### config.mk
export PLATFORM = sky130hd
export DESIGN_NAME = cpualu_core
export DESIGN_NICKNAME = d
export VERILOG_FILES = /design/src/hdl/cpualu_pkg.sv /design/src/hdl/cpualu_core.sv
export VERILOG_INCLUDE_DIRS = /design/src /design/src/hdl
export SDC_FILE = /design/constraint.sdc
export NUM_CORES = 1
export LEC_CHECK = 0
export BUFFER_PORTS_ARGS = -buffer_cell sky130_fd_sc_hd__buf_2
export CORE_UTILIZATION = 49
export DETAILED_ROUTE_END_ITERATION = 16
export PLACE_DENSITY = 0.75
export SYNTH_ARGS = -nofsm -noshare
export SYNTH_HDL_FRONTEND = slang
export SYNTH_SLANG_ARGS = --single-unit
### constraint.sdc
create_clock -name clk -period 5.5 [get_ports clk]
set_input_delay 0.275 -clock clk [delete_from_list [all_inputs] [get_ports clk]]
set_output_delay 0.275 -clock clk [all_outputs]
set_load 0.1 [all_outputs]
### src/hdl/cpualu_defs.svh
// What this block does
// - decrement: carry cleared when result is hFF
// - decrement with borrow: carry clear on hFF, Cin=0
// - and/or/xor update zero only, keep C,V
// - immediate, three-reg, two-reg, memory operand forms
// - add: carry set on ninth bit
// - add with carry adds incoming carry
// - reverse difference: carry means no borrow
// - reverse difference with borrow subtracts one minus carry
// - forward difference: carry cleared on underflow
// - forward difference with borrow, same carry rule
// - multiply: low byte acc, high byte dest
// - scaled multiply by two to shift power
// - compare writes acc only, V = C and not Z
// - bit probe keeps selected bit, zeros others
// - bit set/clear/flip, acc gets updated register
// - memory operand read with index update same instruction
`ifndef CPUALU_DEFS_SVH
`define CPUALU_DEFS_SVH
`define CPUALU_DEC_WRAP      8'hff
`define CPUALU_MSH_BASE      4'h8
`define CPUALU_FLAGS_RST     3'h0
`define CPUALU_ACC_RST       8'h00
`endif

### src/hdl/cpualu_pkg.sv
package cpualu_pkg;
  typedef enum logic [4:0] {
    CPUALU_NOP   = 5'h00,
    CPUALU_DEC   = 5'h01,
    CPUALU_DECC  = 5'h02,
    CPUALU_AND   = 5'h03,
    CPUALU_OR    = 5'h04,
    CPUALU_XOR   = 5'h05,
    CPUALU_ADD   = 5'h06,
    CPUALU_ADDC  = 5'h07,
    CPUALU_SUBD  = 5'h08,
    CPUALU_SUBDC = 5'h09,
    CPUALU_SUBS  = 5'h0a,
    CPUALU_SUBSC = 5'h0b,
    CPUALU_MUL   = 5'h0c,
    CPUALU_MULA  = 5'h0d,
    CPUALU_MSHL  = 5'h0e,
    CPUALU_MSHR  = 5'h0f,
    CPUALU_MSHRA = 5'h10,
    CPUALU_CMP   = 5'h11,
    CPUALU_CMPA  = 5'h12,
    CPUALU_TSTB  = 5'h13,
    CPUALU_SETB  = 5'h14,
    CPUALU_CLRB  = 5'h15,
    CPUALU_INVB  = 5'h16
  } cpualu_op_t;

  // operand form selects which source feeds which side
  typedef enum logic [1:0] {
    CPUALU_F_IMM  = 2'b00,
    CPUALU_F_REG3 = 2'b01,
    CPUALU_F_REG2 = 2'b10,
    CPUALU_F_MEM  = 2'b11
  } cpualu_form_t;

  typedef struct packed {
    logic         valid;
    cpualu_op_t   op;
    cpualu_form_t form;
    logic [7:0]   reg1;
    logic [7:0]   reg2;
    logic [7:0]   reg3;
    logic [7:0]   imm;
    logic [7:0]   memData;
  } cpualu_req_t;

  typedef struct packed {
    logic       accWe;
    logic [7:0] acc;
    logic       dstWe;
    logic [7:0] dst;
    logic       idxUpd;
  } cpualu_res_t;

  typedef struct packed {
    logic c;
    logic v;
    logic z;
  } cpualu_flags_t;
endpackage

### src/hdl/cpualu_core.sv
`timescale 1ns/1ps
`include "cpualu_defs.svh"
module cpualu_core (
  // clock and reset
  input  wire logic                 clk,
  input  wire logic                 rst_b,
  // request from decoder and register file
  input  wire cpualu_pkg::cpualu_req_t req,
  // results to register file
  output cpualu_pkg::cpualu_res_t   res,
  output cpualu_pkg::cpualu_flags_t flags
);
  import cpualu_pkg::*;

  // a = x - y - (1 - cin), returns {noBorrow, diff}
  function automatic logic [8:0] subFn(input logic [7:0] x, input logic [7:0] y, input logic cin);
    logic [8:0] t;
    t = {1'b0, x} + {1'b0, ~y} + {8'h00, cin};
    return t;
  endfunction

  function automatic logic subOvf(input logic [7:0] x, input logic [7:0] y, input logic [7:0] r);
    return (x[7] != y[7]) && (r[7] != x[7]);
  endfunction

  // compare forms write only the accumulator
  function automatic logic isCmp(input cpualu_op_t o);
    return (o == CPUALU_CMP) || (o == CPUALU_CMPA);
  endfunction

  // true multiply; the scaled forms reuse the product bus
  function automatic logic isMul(input cpualu_op_t o);
    return (o == CPUALU_MUL) || (o == CPUALU_MULA);
  endfunction

  // product-style ops leave every flag as it was
  function automatic logic isProd(input cpualu_op_t o);
    return isMul(o) || (o == CPUALU_MSHL) || (o == CPUALU_MSHR) || (o == CPUALU_MSHRA);
  endfunction

  cpualu_res_t   res_r, res_nxt;
  cpualu_flags_t flags_r, flags_nxt;

  cpualu_op_t op;
  wire logic c;
  assign op = req.op;
  assign c  = flags_r.c;

  // op classes decoded once and shared by datapath and flag logic
  wire logic cmpOp;
  wire logic mulOp;
  wire logic prodOp;
  wire logic decBorrowIn;
  wire logic nopOp;
  wire logic zeroUpd;
  wire logic memTaken;
  assign cmpOp       = isCmp(op);
  assign mulOp       = isMul(op);
  assign prodOp      = isProd(op);
  assign decBorrowIn = (op == CPUALU_DECC) & c;
  assign nopOp       = (op == CPUALU_NOP);
  assign zeroUpd     = !nopOp && !prodOp;
  // a no-operation never moves an index register, even in memory form
  assign memTaken    = req.valid && (req.form == CPUALU_F_MEM) && !nopOp;

  // operand selection per form; memory data arrives already fetched
  wire logic [7:0] srcA;
  wire logic [7:0] srcB;
  assign srcA = (req.form == CPUALU_F_REG3) ? req.reg2 :
                (req.form == CPUALU_F_REG2) ? req.reg1 : req.reg1;
  assign srcB = (req.form == CPUALU_F_IMM)  ? req.imm :
                (req.form == CPUALU_F_REG3) ? req.reg3 :
                (req.form == CPUALU_F_REG2) ? req.reg2 : req.memData;

  // forward difference: reg - other; three-register form is reg3 - reg2
  wire logic [7:0] fwdX;
  wire logic [7:0] fwdY;
  assign fwdX = (req.form == CPUALU_F_REG3) ? req.reg3 : srcA;
  assign fwdY = (req.form == CPUALU_F_REG3) ? req.reg2 : srcB;
  // reverse difference: other - reg; three-register form is reg2 - reg3
  wire logic [7:0] revX;
  wire logic [7:0] revY;
  assign revX = (req.form == CPUALU_F_REG3) ? req.reg2 : srcB;
  assign revY = (req.form == CPUALU_F_REG3) ? req.reg3 : srcA;

  // borrow variants feed the incoming carry; plain ones feed one
  wire logic withCarry;
  assign withCarry = (op == CPUALU_ADDC) || (op == CPUALU_SUBDC) || (op == CPUALU_SUBSC) || (op == CPUALU_DECC);
  wire logic cin;
  assign cin = withCarry ? c : 1'b1;

  wire logic [8:0] addSum;
  assign addSum = {1'b0, srcA} + {1'b0, srcB} + {8'h00, (op == CPUALU_ADDC) & c};
  wire logic       addOvf;
  assign addOvf = (srcA[7] == srcB[7]) && (addSum[7] != srcA[7]);

  wire logic [8:0] fwdRes;
  wire logic [8:0] revRes;
  assign fwdRes = subFn(fwdX, fwdY, cin);
  assign revRes = subFn(revX, revY, cmpOp ? 1'b1 : cin);
  // compare overflow means no borrow and a nonzero difference
  wire logic       cmpOvf;
  assign cmpOvf = revRes[8] && (revRes[7:0] != 8'h00);

  // decrement operand: reg2 in register forms, memory in memory form, reg1 in immediate form
  wire logic [7:0] decSrc;
  wire logic [7:0] decRes;
  assign decSrc = (req.form == CPUALU_F_MEM) ? req.memData :
                  (req.form == CPUALU_F_REG3 || req.form == CPUALU_F_REG2) ? req.reg2 : req.reg1;
  assign decRes = decSrc - {7'h00, ~decBorrowIn};
  wire logic       decCarry;
  wire logic       decOvf;
  assign decCarry = !((decRes == `CPUALU_DEC_WRAP) && !decBorrowIn);
  assign decOvf   = subOvf(decSrc, 8'h01, decRes) && !decBorrowIn;

  // multiply and scaled multiply share one product bus; only multiply uses the 8x8 product
  wire logic [3:0]  mshAmt;
  wire logic [7:0]  mulB;
  wire logic [15:0] prod;
  assign mshAmt = (op == CPUALU_MSHL) ? {1'b0, req.imm[2:0]} : (`CPUALU_MSH_BASE - {1'b0, req.imm[2:0]});
  assign mulB   = mulOp ? srcB : 8'h00;
  // 2^8 does not fit a byte, so scaled forms use a shift rather than the multiplier
  assign prod   = mulOp ? (srcA * mulB)
                        : ({8'h00, req.reg1} << mshAmt);

  wire logic [2:0] bitIdx;
  wire logic [7:0] bitMask;
  assign bitIdx  = req.imm[2:0];
  assign bitMask = 8'h01 << bitIdx;

  // bitwise result and bit-modified register, both go to acc and dst
  wire logic [7:0] logicRes;
  wire logic [7:0] bitRes;
  assign logicRes = (op == CPUALU_AND) ? (srcA & srcB) :
                    (op == CPUALU_OR)  ? (srcA | srcB) : (srcA ^ srcB);
  assign bitRes   = (op == CPUALU_SETB) ? (req.reg1 | bitMask) :
                    (op == CPUALU_CLRB) ? (req.reg1 & ~bitMask) : (req.reg1 ^ bitMask);

  // flags hold unless the op updates them; res is a one-cycle pulse
  always_comb
  begin
    res_nxt        = '0;
    flags_nxt      = flags_r;
    res_nxt.idxUpd = memTaken;
    if (req.valid)
    begin
      unique case (op)
        CPUALU_DEC, CPUALU_DECC:
        begin
          res_nxt.acc = decRes;
          res_nxt.dst = decRes;
          flags_nxt.c = decCarry;
          flags_nxt.v = decOvf;
        end
        CPUALU_AND, CPUALU_OR, CPUALU_XOR:
        begin
          res_nxt.acc = logicRes;
          res_nxt.dst = res_nxt.acc;
        end
        CPUALU_ADD, CPUALU_ADDC:
        begin
          res_nxt.acc = addSum[7:0];
          res_nxt.dst = addSum[7:0];
          flags_nxt.c = addSum[8];
          flags_nxt.v = addOvf;
        end
        CPUALU_SUBD, CPUALU_SUBDC, CPUALU_CMP, CPUALU_CMPA:
        begin
          res_nxt.acc = revRes[7:0];
          res_nxt.dst = revRes[7:0];
          flags_nxt.c = revRes[8];
          flags_nxt.v = subOvf(revX, revY, revRes[7:0]);
          if (cmpOp)
            flags_nxt.v = cmpOvf;
        end
        CPUALU_SUBS, CPUALU_SUBSC:
        begin
          res_nxt.acc = fwdRes[7:0];
          res_nxt.dst = fwdRes[7:0];
          flags_nxt.c = fwdRes[8];
          flags_nxt.v = subOvf(fwdX, fwdY, fwdRes[7:0]);
        end
        CPUALU_MUL, CPUALU_MULA, CPUALU_MSHL, CPUALU_MSHR, CPUALU_MSHRA:
        begin
          res_nxt.acc = prod[7:0];
          res_nxt.dst = prod[15:8];
        end
        CPUALU_TSTB:
          res_nxt.acc = req.reg1 & bitMask;
        CPUALU_SETB, CPUALU_CLRB, CPUALU_INVB:
        begin
          res_nxt.dst = bitRes;
          res_nxt.acc = res_nxt.dst;
        end
        default:
        begin
          res_nxt.acc = `CPUALU_ACC_RST;
        end
      endcase
      res_nxt.accWe = !nopOp;
      res_nxt.dstWe = !(nopOp || cmpOp || (op == CPUALU_TSTB));
      // multiply leaves flags undefined; keeping them is cheap and predictable
      if (zeroUpd)
        flags_nxt.z = (res_nxt.acc == 8'h00);
    end
  end

  // synchronous reset drops any request sampled on the same edge
  always_ff @(posedge clk)
  begin
    if (!rst_b)
    begin
      res_r   <= '0;
      flags_r <= `CPUALU_FLAGS_RST;
    end
    else
    begin
      res_r   <= res_nxt;
      flags_r <= flags_nxt;
    end
  end

  assign res   = res_r;
  assign flags = flags_r;
endmodule

---- Word-level counts from Yosys, hierarchy flattened ----
Cells that the tools add are included.
Widths: inputs -> output; s select.
storage, ports and cells
  bits in registers ....................... 22
  bits in latches ......................... 0
  bits in writable memories ............... 0
  bits in read-only memories .............. 0
  input port bits ......................... 50
  memories ................................ 0
operators by class
  $add $sub $neg .......................... 8
  $mul .................................... 1
  div/mod/pow operators ................... 0
  $lt $le $gt $ge ......................... 0
  eq/ne operators ......................... 33
  shift operators ......................... 2
  mux-type cells .......................... 22
  bitwise logic cells ..................... 13
  reduce and logical (&&, ||, !) cells .... 41
operator list
  cell                 count
  $mux 8               14
  $pmux 8 s8           1
  $pmux 8 s7           1
  $eq 5x4->1 const B   8
  $eq 5x5->1 const B   7
  $add 8x8->9          3
  $add 9x1->9          3
  $and 8x8->8          3
  $not 8->8            3
  $eq 5x3->1 const B   4
  $mul 8x8->16         1
  $mux 16              1
  $or 8x8->8           2
  $shl 8x4->16         1
  $xor 8x8->8          2
  $logic_or 1x1->1     11
  $eq 5x2->1 const B   2
  $logic_and 1x1->1    10
  $eq 8x8->1 const B   1
  $logic_not 8->1      1
  $pmux 2 s4           1
  $reduce_bool 8->1    1
  $shl 1x3->8 const A  1
  $sub 8x1->8          1
  19 further kinds     37

---- Logic depth before layout (Yosys ltp) ----
Gate-level depths: netlist of the first run.
  word-level depth ........................ 11
  depth in mapped cells ................... 25
  depth with buffers taken out ............ 23

---- Worst setup path before layout of the first run ----
OpenSTA, ideal clock, no wires.
  path kind ............................... input port to flip-flop
  from .................................... input port req[41] (netlist name)
  to ...................................... register res_r (netlist bit res[8])
  setup time .............................. 57 ps
  arrival time ............................ 5850 ps
  setup slack ............................. -407 ps
  stages on the path ...................... 23
  path buffers ............................ 3
  path through ............................ inv_1 ha_1 clkbuf_1 clkbuf_1 buf_1 nor2_1 a21oi_1 inv_1 nand3_1 fa_1 fa_1 inv_1 fa_1 inv_1 fa_1 inv_1 ha_1 o21ai_0 a2111oi_0 nor3_1 or4_1 a31oi_1 o21ba_2
on the way
  word-level cells in the longest chain between the ends .. 9
  elaborated cells between the ends (all ways) .. 31
  classes of those cells .................. 7 x add/sub; 1 x mul; 3 x eq/ne; 13 x mux; 5 x bitwise; 2 x reduce/logical
RTL lines
  element                                               line                text
  from (decl)                                           cpualu_core.sv:8    input wire cpualu_pkg::cpualu_req_t req,
  branches (longest 8 deep; another with $mul 8x8->16)  n/a
  $pmux 8 s7 *                                          cpualu_core.sv:147  unique case (op)
  to (signal assigned)                                  cpualu_core.sv:218  res_r <= res_nxt;
  to (decl)                                             cpualu_core.sv:41   cpualu_res_t res_r, res_nxt;
Every way passes the cells marked *.
A chain may end at the register's enable or synchronous reset.

---- Worst setup path in the final report of the first run ----
Ends and elaborated chain as after synthesis.

==> metrics, run 1 <==
die area=14900 µm²; CTS Root Cell=clkbuf_16; skew final=0.00915 ns; first-pass GRT wire length=38700 µm; antenna viol nets, final=0; largest family of logic cells by synthesized area=adder cells; reported net switching power=0.608 mW; Die H=122 µm; CTS tree=built; Seq/Total Area, Yosys=6.22%; Pint=0.633 mW; Worst setup EP type=flip-flop; P_leak=4.24 nW; Nets=1282; Slew @ Worst Pin=0.910 ns; # rows=between 40 and 50; DRC Markers=0; H-tree depth=1; CTS Hold Bufs=0; Finish-stage setup viols=0; WL/cell=19.4 µm; Pwr Density=149 nW/µm²; Max Slew Vio Count=0; crit-path max FO=23; EDFF count, synth=0; fin crit share=95.3%; core area=14000 µm²; max_slew headroom=about 39%; synth unique cells=76; adder-cell share of the synthesized area=30.3%; number of global-route vias before repair=about 7.2k; Inserted Diodes=0; compound-gate portion of the synthesized area=20.9%; # fillers=1335; Cell Area, Placed=~8000 µm²; Final Wtd Congestion=about 1.0; Die W=122 µm; initial antenna violation count=0; crit path cell chain=buf_2 > inv_1 > ha_2 > buf_12 > buf_6 > nor2_1 > a21oi_2 > inv_1 > nand3_1 > fa_1 > fa_1 > inv_1 > fa_1 > inv_1 > fa_1 > inv_1 > ha_1 > o21ai_1 > a2111oi_2 > nor3_2 > or4_1 > a31oi_1 > o21ba_2; Hold WS=0.312 ns; Final HPWL DP=20400 µm; flop-to-flop setup slack=1.21 ns; met2 usage=54.1%; CP most frequent cell=inv_1; mux contribution to synthesized area=8.02%; post-DR vias/cell=5.97; Startpoint Class=input port; Synth async-reset ratio=0%; Clock Path Buffers=2; total number of vias=7550; largest net degree at the start of global routing=34; clk sink count=22; Top FF cell, synth=dfxtp_1; Synth Register Bits=22; CTS buffer count=3; Setup CP Type=in -> reg; Worst EP required=5.71 ns; MaxCap Viol Count=0; post-synthesis xor/xnor area fraction=3.46%; Mapped Area=7080 µm²; most used routing layer=met2; gr ovfl total=0; Sequential Power Share=roughly 14%; most frequent cells in the layout=inv_1, ha_1, nor2_1; met1 usage=44.4%; synthesized instance count=962; synthesized area per cell=roughly 7.4 µm²; Total Wirelength=24500 µm; gr usage total=about 34%; most common cell after layout, fill and taps aside=inv_1; first-pass detailed-route iteration total=6; Data arrival, critical path=roughly 5.5 ns; worst hold path type=in -> reg; worst skew pair latency=0.26 ns; Worst path max stage delay=0.55 ns; Syn Nets=between 1k and 1.5k; simple logic cell fraction of the synthesized area=22.1%; outcome=finished clean; Initial Util=between 50% and 60%; grt met3 use=under 10%; Slowest-stage cell, CP=fa_1; 1st-iter DRT viols=approximately 810; Final Cell Area=8350 µm²; Peak VDD IR=95.1 µV; Comb power frac=69.2%; Ports=72; switching part of the total power=49.0%; Area Growth Syn to Fin=17.9%; min Tclk post-route=5.24 ns; CTS clk-pin slew, worst paths=0.07 ns; layout cell share with drive strength beyond 1=19.2%; Buffers on Ports=71; Yosys warnings=0; clock share of power=16.8%; Hold Fails Final Rpt=0; fmax=191 MHz; Final Core Density=59.7%
## power by group through the flow
stage               registers, mW  clock network, mW  logic [mW]
floorplan                   0.246                  0       0.489
global placement            0.176                  0       0.829
detailed placement          0.177                  0       0.830
CTS                         0.173              0.213       0.835
global route                0.174              0.218       0.928
finish                      0.173              0.209       0.860
## repair_timing
item / CTS / global route
gates resized for setup: 0 / 12
setup buffers: 0 / 2
setup endpoints to repair: 0 / 5
## final timing paths
path | end | from | cells past startpoint
max | res[8] | req[41] | 23
min | flags[1] | rst_b | 2
min reg2reg | flags[0] | flags[0] | 2
max reg2reg | flags[0] | c | 12
## critical path: cells and delay by family
kind | cells | cell delay [ns]
fa+ha+maj | 6 | 2.56
simple gates | 4 | 0.75
buf+inv | 8 | 0.78
compound gates | 5 | 1.08
## cells by family after synthesis
group	count (synthesis)
adder cells (fa/ha/maj)	146
flip-flops	22
XOR/XNOR	28
AO/OA/AOI/OAI	224
multiplexers	54
AND/OR/NAND/NOR	328
buffers and inverters	160
## state kept, by name, summed over array words and instances (netlist names)
register,cells
res,19
flags,2
c,1
## per-layer routing
| layer | part of all wire, % | routed length (µm) |
|---|---|---|
| met5 | 0 | 0 |
| met4 | 3.3 | 821 |
| met3 | 9.6 | 2360 |
| met1 | 42 | 10400 |
| met2 | 45 | 10900 |
## stage by stage
stage	cells	power [mW]	setup TNS, ns	setup WS (ns)
6_report	1265	1.24	0	0.256
5_1_grt	1265	1.32	-0.0149	-0.00825
4_1_cts	1263	1.22	0	0.00388
3_5_place_dp	1259	1.01	-0.477	-0.254
3_3_place_gp	1259	1.01	-0.141	-0.141
2_1_floorplan	962	0.735	0	0.0227
## cell type report
type	instances	area, µm²	area share [%]
clock inverter	1	30.0	0.360
sequential	22	440	5.27
multi-input combinational	780	6060	72.5
tap	180	225	2.70
inverter	116	435	5.22
clock buffer	3	75.1	0.899
timing repair buffer	163	1090	13.0
## cells in the mapped netlist, types with 6 or more instances
master / number / area, µm²
a21o_1: 14 / 105
xnor2_1: 16 / 140
clkbuf_1: 24 / 90.1
nor2_1: 101 / 379
o21ai_0: 50 / 250
fa_1: 42 / 841
mux2i_1: 35 / 350
a221oi_1: 6 / 52.6
o211ai_1: 14 / 105
a22oi_1: 12 / 90.1
a21oi_1: 45 / 225
o21a_1: 6 / 45.0
or4_1: 6 / 45.0
mux2_2: 18 / 203
ha_1: 104 / 1300
a31oi_1: 13 / 81.3
xor2_1: 12 / 105
dfxtp_1: 22 / 440
and3_1: 7 / 43.8
inv_1: 116 / 435
nand3_1: 36 / 180
nor2b_1: 17 / 106
buf_2: 11 / 55.1
a211oi_1: 10 / 75.1
nor3_1: 23 / 115
nand2b_1: 11 / 68.8
o21ai_1: 6 / 30.0
nand2_1: 87 / 327
Power figures use the tool's default switching activity.
==> inputs of run 2 (changes only) <==
- RECOVER_POWER: default -> 50
==> metrics, run 2 (synthesized netlist as in run 1, its figures left out) <==
CTS tree=built; post-DR vias/cell=5.97 (about the same); min Tclk post-route=5.25 ns (+0.00868 ns); Final Core Density=59.5% (-0.20 points); Worst setup EP type=flip-flop; Worst setup startpoint=req[41]; cell family contributing the most delay on the critical path=adder cells; crit-path max FO=23 (unchanged); Initial Util=50.6% (unchanged); Pwr Density=149 nW/µm² (+0.19%); Final Cell Area=8320 µm² (-0.33%); max reg flops=19 (unchanged); most frequent cells in the layout=inv_1, ha_1, nor2_1; die area=14900 µm² (unchanged); worst skew pair latency=0.26 ns (about the same); reg2reg path depth=12 (unchanged); core area=14000 µm² (unchanged); Die H=122 µm (unchanged); Setup CP Type=in -> reg; fin crit share=95.5% (+0.16 points); Data arrival, critical path=5.47 ns (about the same); FF-to-FF Start=c; antenna viol nets, final=0 (unchanged); outcome=finished clean; # fillers=1348 (+0.97%); max_slew headroom=20.4% (-18 points); clk sink count=22 (unchanged); Startpoint Class=input port; Hold Fails Final Rpt=0 (unchanged); fmax=190 MHz (-0.17%); WL/cell=19.4 µm (about the same); CTS buffer count=3 (unchanged); Slowest-stage cell, CP=fa_1; Worst EP required=5.71 ns (about the same); Inserted Diodes=0 (unchanged); Slew @ Worst Pin=1.20 ns (+0.288 ns); first-pass detailed-route iteration total=5 (-1); CP most frequent cell=inv_1; # rows=43 (unchanged); Peak VDD IR=95.0 µV (about the same); first-pass GRT wire length=38700 µm (unchanged); Nets=1282 (unchanged); Worst path max stage delay=0.55 ns (about the same); H-tree depth=1 (unchanged); CTS clk-pin slew, worst paths=0.07 ns (about the same); total number of vias=7552 (+0.026%); CTS Root Cell=clkbuf_16; FF-to-FF End=flags[0]; Finish-stage setup viols=0 (unchanged); worst hold path type=in -> reg; crit path capture=res[8]; Levels on crit path=23 (unchanged); Ports=72 (unchanged); Final HPWL DP=20400 µm (unchanged); Reg area=440 µm² (unchanged); DP Worst Slack=-0.254 ns (unchanged); footprint of the multi-input gates=6060 µm² (unchanged); number of global-route vias before repair=7221 (unchanged); Cell Area, Placed=8180 µm² (unchanged); worst path bufs/invs=8 (unchanged); initial antenna violation count=0 (unchanged); Area Growth Syn to Fin=17.5%; Clock Path Buffers=2 (unchanged); gr ovfl total=0 (unchanged); largest net degree at the start of global routing=34 (unchanged); skew final=0.00978 ns (+0.000627 ns); 1st-iter DRT viols=831 (+2.8%); crit path cell chain=buf_2 > inv_1 > ha_2 > buf_12 > buf_6 > nor2_1 > a21oi_2 > inv_1 > nand3_1 > fa_1 > fa_1 > inv_1 > fa_1 > inv_1 > fa_1 > inv_1 > ha_1 > o21ai_1 > a2111oi_2 > nor3_2 > or4_1 > a31oi_1 > o21ba_2; DRC Markers=0 (unchanged); Total Wirelength=24500 µm (about the same); MaxCap Viol Count=0 (unchanged); flop-to-flop setup slack=1.19 ns (-0.02 ns); gr usage total=33.7% (unchanged); Final Wtd Congestion=1.04 (unchanged); most common cell after layout, fill and taps aside=inv_1; Buffers on Ports=71 (unchanged); layout cell share with drive strength beyond 1=17.3% (-1.8 points); Setup WS post-layout=0.248 ns (-0.00868 ns); Die W=122 µm (unchanged); P_leak=4.16 nW (-1.9%); Hold WS=0.313 ns (+0.000989 ns); Total Neg Setup Slack=0 ns (unchanged); Max Slew Vio Count=0 (unchanged)
[run 2: worst min path at each step]
| stage | cells after the start | from | endpoint | slack [ns] |
|---|---|---|---|---|
| 4_1_cts | 2 | rst_b | flags[1] | 0.31 |
| 5_1_grt | 2 | rst_b | flags[1] | 0.31 |
| 2_1_floorplan | 2 | rst_b | c | 0.41 |
| 3_3_place_gp | 2 | flags[0] | flags[0] | 0.48 |
| 3_5_place_dp | 2 | flags[0] | flags[0] | 0.48 |
| 6_report | 2 | rst_b | flags[1] | 0.31 |
[run 2: power breakdown]
part / internal, mW / switching (mW)
Combinational: 0.316 / 0.541
Clock: 0.145 / 0.0642
Sequential: 0.169 / 0.00376
[run 2: routing by layer]
| metal | up-vias | global-route usage (%) | part of all wire (%) |
|---|---|---|---|
| met2 | 324 | 54.1 | 45 |
| met4 | 0 | 10.8 | 3.5 |
| met1 | 3577 | 44.4 | 43 |
| met5 | - | 0 | 0 |
| met3 | 60 | 8.04 | 9.0 |
| li1 | 3591 | - | - |
[run 2: stage by stage]
stage               std cells  power (mW)
floorplan                 962       0.735
global placement         1259        1.01
detailed placement       1259        1.01
CTS                      1263        1.22
global route             1265        1.32
finish                   1265        1.24
[run 2: repair_timing]
action,4_1_cts,5_1_grt
setup buffers,0,2
gates resized for setup,0,12
endpoints found under the setup margin,0,5
hold buffers,0,0
[run 2: layout make-up]
class                   instances  area share [%]
multi-input cells             780            72.8
inverters                     116            5.23
flip-flops and latches         22            5.29
clock inverters                 1           0.361
repair buffers                163            12.7
well taps                     180            2.71
clock buffers                   3           0.902
==> inputs of run 3 (changes only) <==
- clock period: 5.5 -> 4.7 ns (I/O delays scaled with it)
==> metrics, run 3 (synthesized netlist as in run 1, its figures left out) <==
CTS clk-pin slew, worst paths=0.08 ns (about the same); Post-Layout Cell Count=1340 (+5.9%); Ports=72 (unchanged); Pwr Density=169 nW/µm² (+14%); antenna viol nets, final=0 (unchanged); gr ovfl total=0 (unchanged); Startpoint Class=input port; MaxCap Viol Count=0 (unchanged); first-pass detailed-route iteration total=6 (+1); P_leak=4.69 nW (+13%); Worst EP required=4.92 ns (-0.79 ns); reported net switching power=0.779 mW (+28%); Inserted Diodes=0 (unchanged); Initial Util=50.6% (unchanged); post-DR vias/cell=6.07 (+1.7%); Setup WS post-layout=-0.193 ns (-0.441 ns); clk sink count=22 (unchanged); Data arrival, critical path=5.11 ns (-0.36 ns); fmax=between 200 and 250 MHz; Die W=122 µm (unchanged); DRC Markers=0 (unchanged); fin crit share=104%; Final Wtd Congestion=1.04 (-0.35%); H-tree depth=1 (unchanged); Slew @ Worst Pin=1.16 ns (-0.0367 ns); gr usage total=36.2% (+2.5 points); max reg flops=19 (unchanged); crit-path max FO=7 (-70%); CTS buffer count=3 (unchanged); layout cell share with drive strength beyond 1=30.3% (+13 points); min Tclk post-route=4.89 ns; CTS tree=built; # rows=43 (unchanged); outcome=finished with violations; total number of vias=8134 (+7.7%); Pint=0.830 mW (+32%); CTS Hold Bufs=0 (unchanged); largest net degree at the start of global routing=35 (+2.9%); worst skew pair latency=0.27 ns (about the same); switching part of the total power=48.4% (-0.75 points); Clock Path Buffers=2 (unchanged); WL/cell=20.4 µm (+5.0%); Finish-stage setup viols=6 (+6); Total Neg Setup Slack=-0.447 ns (-0.447 ns); RSZ-0062 raised after global routing=yes; Worst setup EP type=flip-flop; number of global-route vias before repair=7696 (+6.6%); initial antenna violation count=0 (unchanged); Area Growth Syn to Fin=34.1%; CTS Root Cell=clkbuf_16; failing checks=setup timing; most frequent cells in the layout=buf_4, inv_1, ha_1; die area=14900 µm² (unchanged); Sequential Power Share=12.6% (-1.4 points); Max Slew Vio Count=0 (unchanged); core area=14000 µm² (unchanged); Buffers on Ports=71 (unchanged); skew final=0.0127 ns (+0.00296 ns); clock share of power=15.9% (-1.0 points); placed cells=1326 (+5.3%); Hold Fails Final Rpt=0 (unchanged); 1st-iter DRT viols=867 (+4.3%); Die H=122 µm (unchanged); first-pass GRT wire length=41200 µm (+6.5%); Setup CP Type=in -> reg; Total Wirelength=27300 µm (+11%); Nets=1357 (+5.9%); most common cell after layout, fill and taps aside=buf_4; Peak VDD IR=120 µV (+26%); Comb power frac=71.6% (+2.4 points); Final HPWL DP=21800 µm (+6.5%); max_slew headroom=22.9% (+2.4 points); worst hold path type=in -> reg
## run 3: through the flow
stage               hold WS, ns  area (µm²)  power [mW]  utilization [%]  setup WS (ns)
global route              0.269        9500        1.69             67.9         -0.423
floorplan                 0.373        7430       0.888                -         -0.287
CTS                       0.271        9210        1.54             65.8        -0.0991
global placement          0.480        8890        1.26             63.6         -0.535
detailed placement        0.486        8890        1.26             63.6         -0.624
finish                    0.269        9500        1.61             67.9         -0.193
## run 3: cell type report
class / count / area, µm²
clock buffer: 3 / 75.1
clock inverter: 1 / 30.0
fill: 1150 / 4490
inverter: 116 / 440
multi-input combinational: 780 / 6580
sequential: 22 / 440
tap: 180 / 225
timing repair buffer: 238 / 1700
## run 3: critical path, stage by stage
cell and delay, ns:
buf_8 0.11, inv_4 0.05, ha_4 0.20, mux2i_1 0.22, o21ai_1 0.10, mux2_4 0.32, nand2_4 0.09, buf_4 0.13
nor2_1 0.04, ha_1 0.21, fa_1 0.46, ha_1 0.31, inv_1 0.07, fa_1 0.46, fa_2 0.42, nor2b_2 0.12
o21a_1 0.18, o21ai_2 0.10, a2111oi_4 0.38, nor3_2 0.09, or4_1 0.49, a31oi_1 0.18, o21ba_2 0.14
## run 3: worst paths after layout
| check | startpoint | endpoint | slack [ns] | cells past startpoint |
|---|---|---|---|---|
| setup / recovery | req[40] | res[8] | -0.19 | 23 |
| hold / removal | rst_b | flags[1] | 0.27 | 2 |
| setup reg to reg | c | flags[0] | 0.77 | 12 |
| hold reg to reg | flags[0] | flags[0] | 0.50 | 2 |
## run 3: metal layers
layer / global-route usage, % / vias to the layer above / wire length, µm
met4: 15.1 / 0 / 1160
met3: 8.13 / 80 / 2770
li1: - / 3736 / -
met2: 57.6 / 465 / 12500
met5: 0 / - / 0
met1: 47.1 / 3853 / 10900
## run 3: power by group through the flow
stage	sequential (mW)	combinational [mW]	clock, mW
5_1_grt	0.204	1.22	0.259
6_report	0.202	1.15	0.255
2_1_floorplan	0.288	0.600	0
3_5_place_dp	0.206	1.06	0
4_1_cts	0.202	1.08	0.251
3_3_place_gp	0.206	1.05	0
## run 3: repair_timing
item	CTS	global route
cloned	1	2
gates resized for setup	41	58
endpoints found under the hold margin	0	0
pin swaps	28	34
endpoints found under the setup margin	9	10
setup buffers	3	4
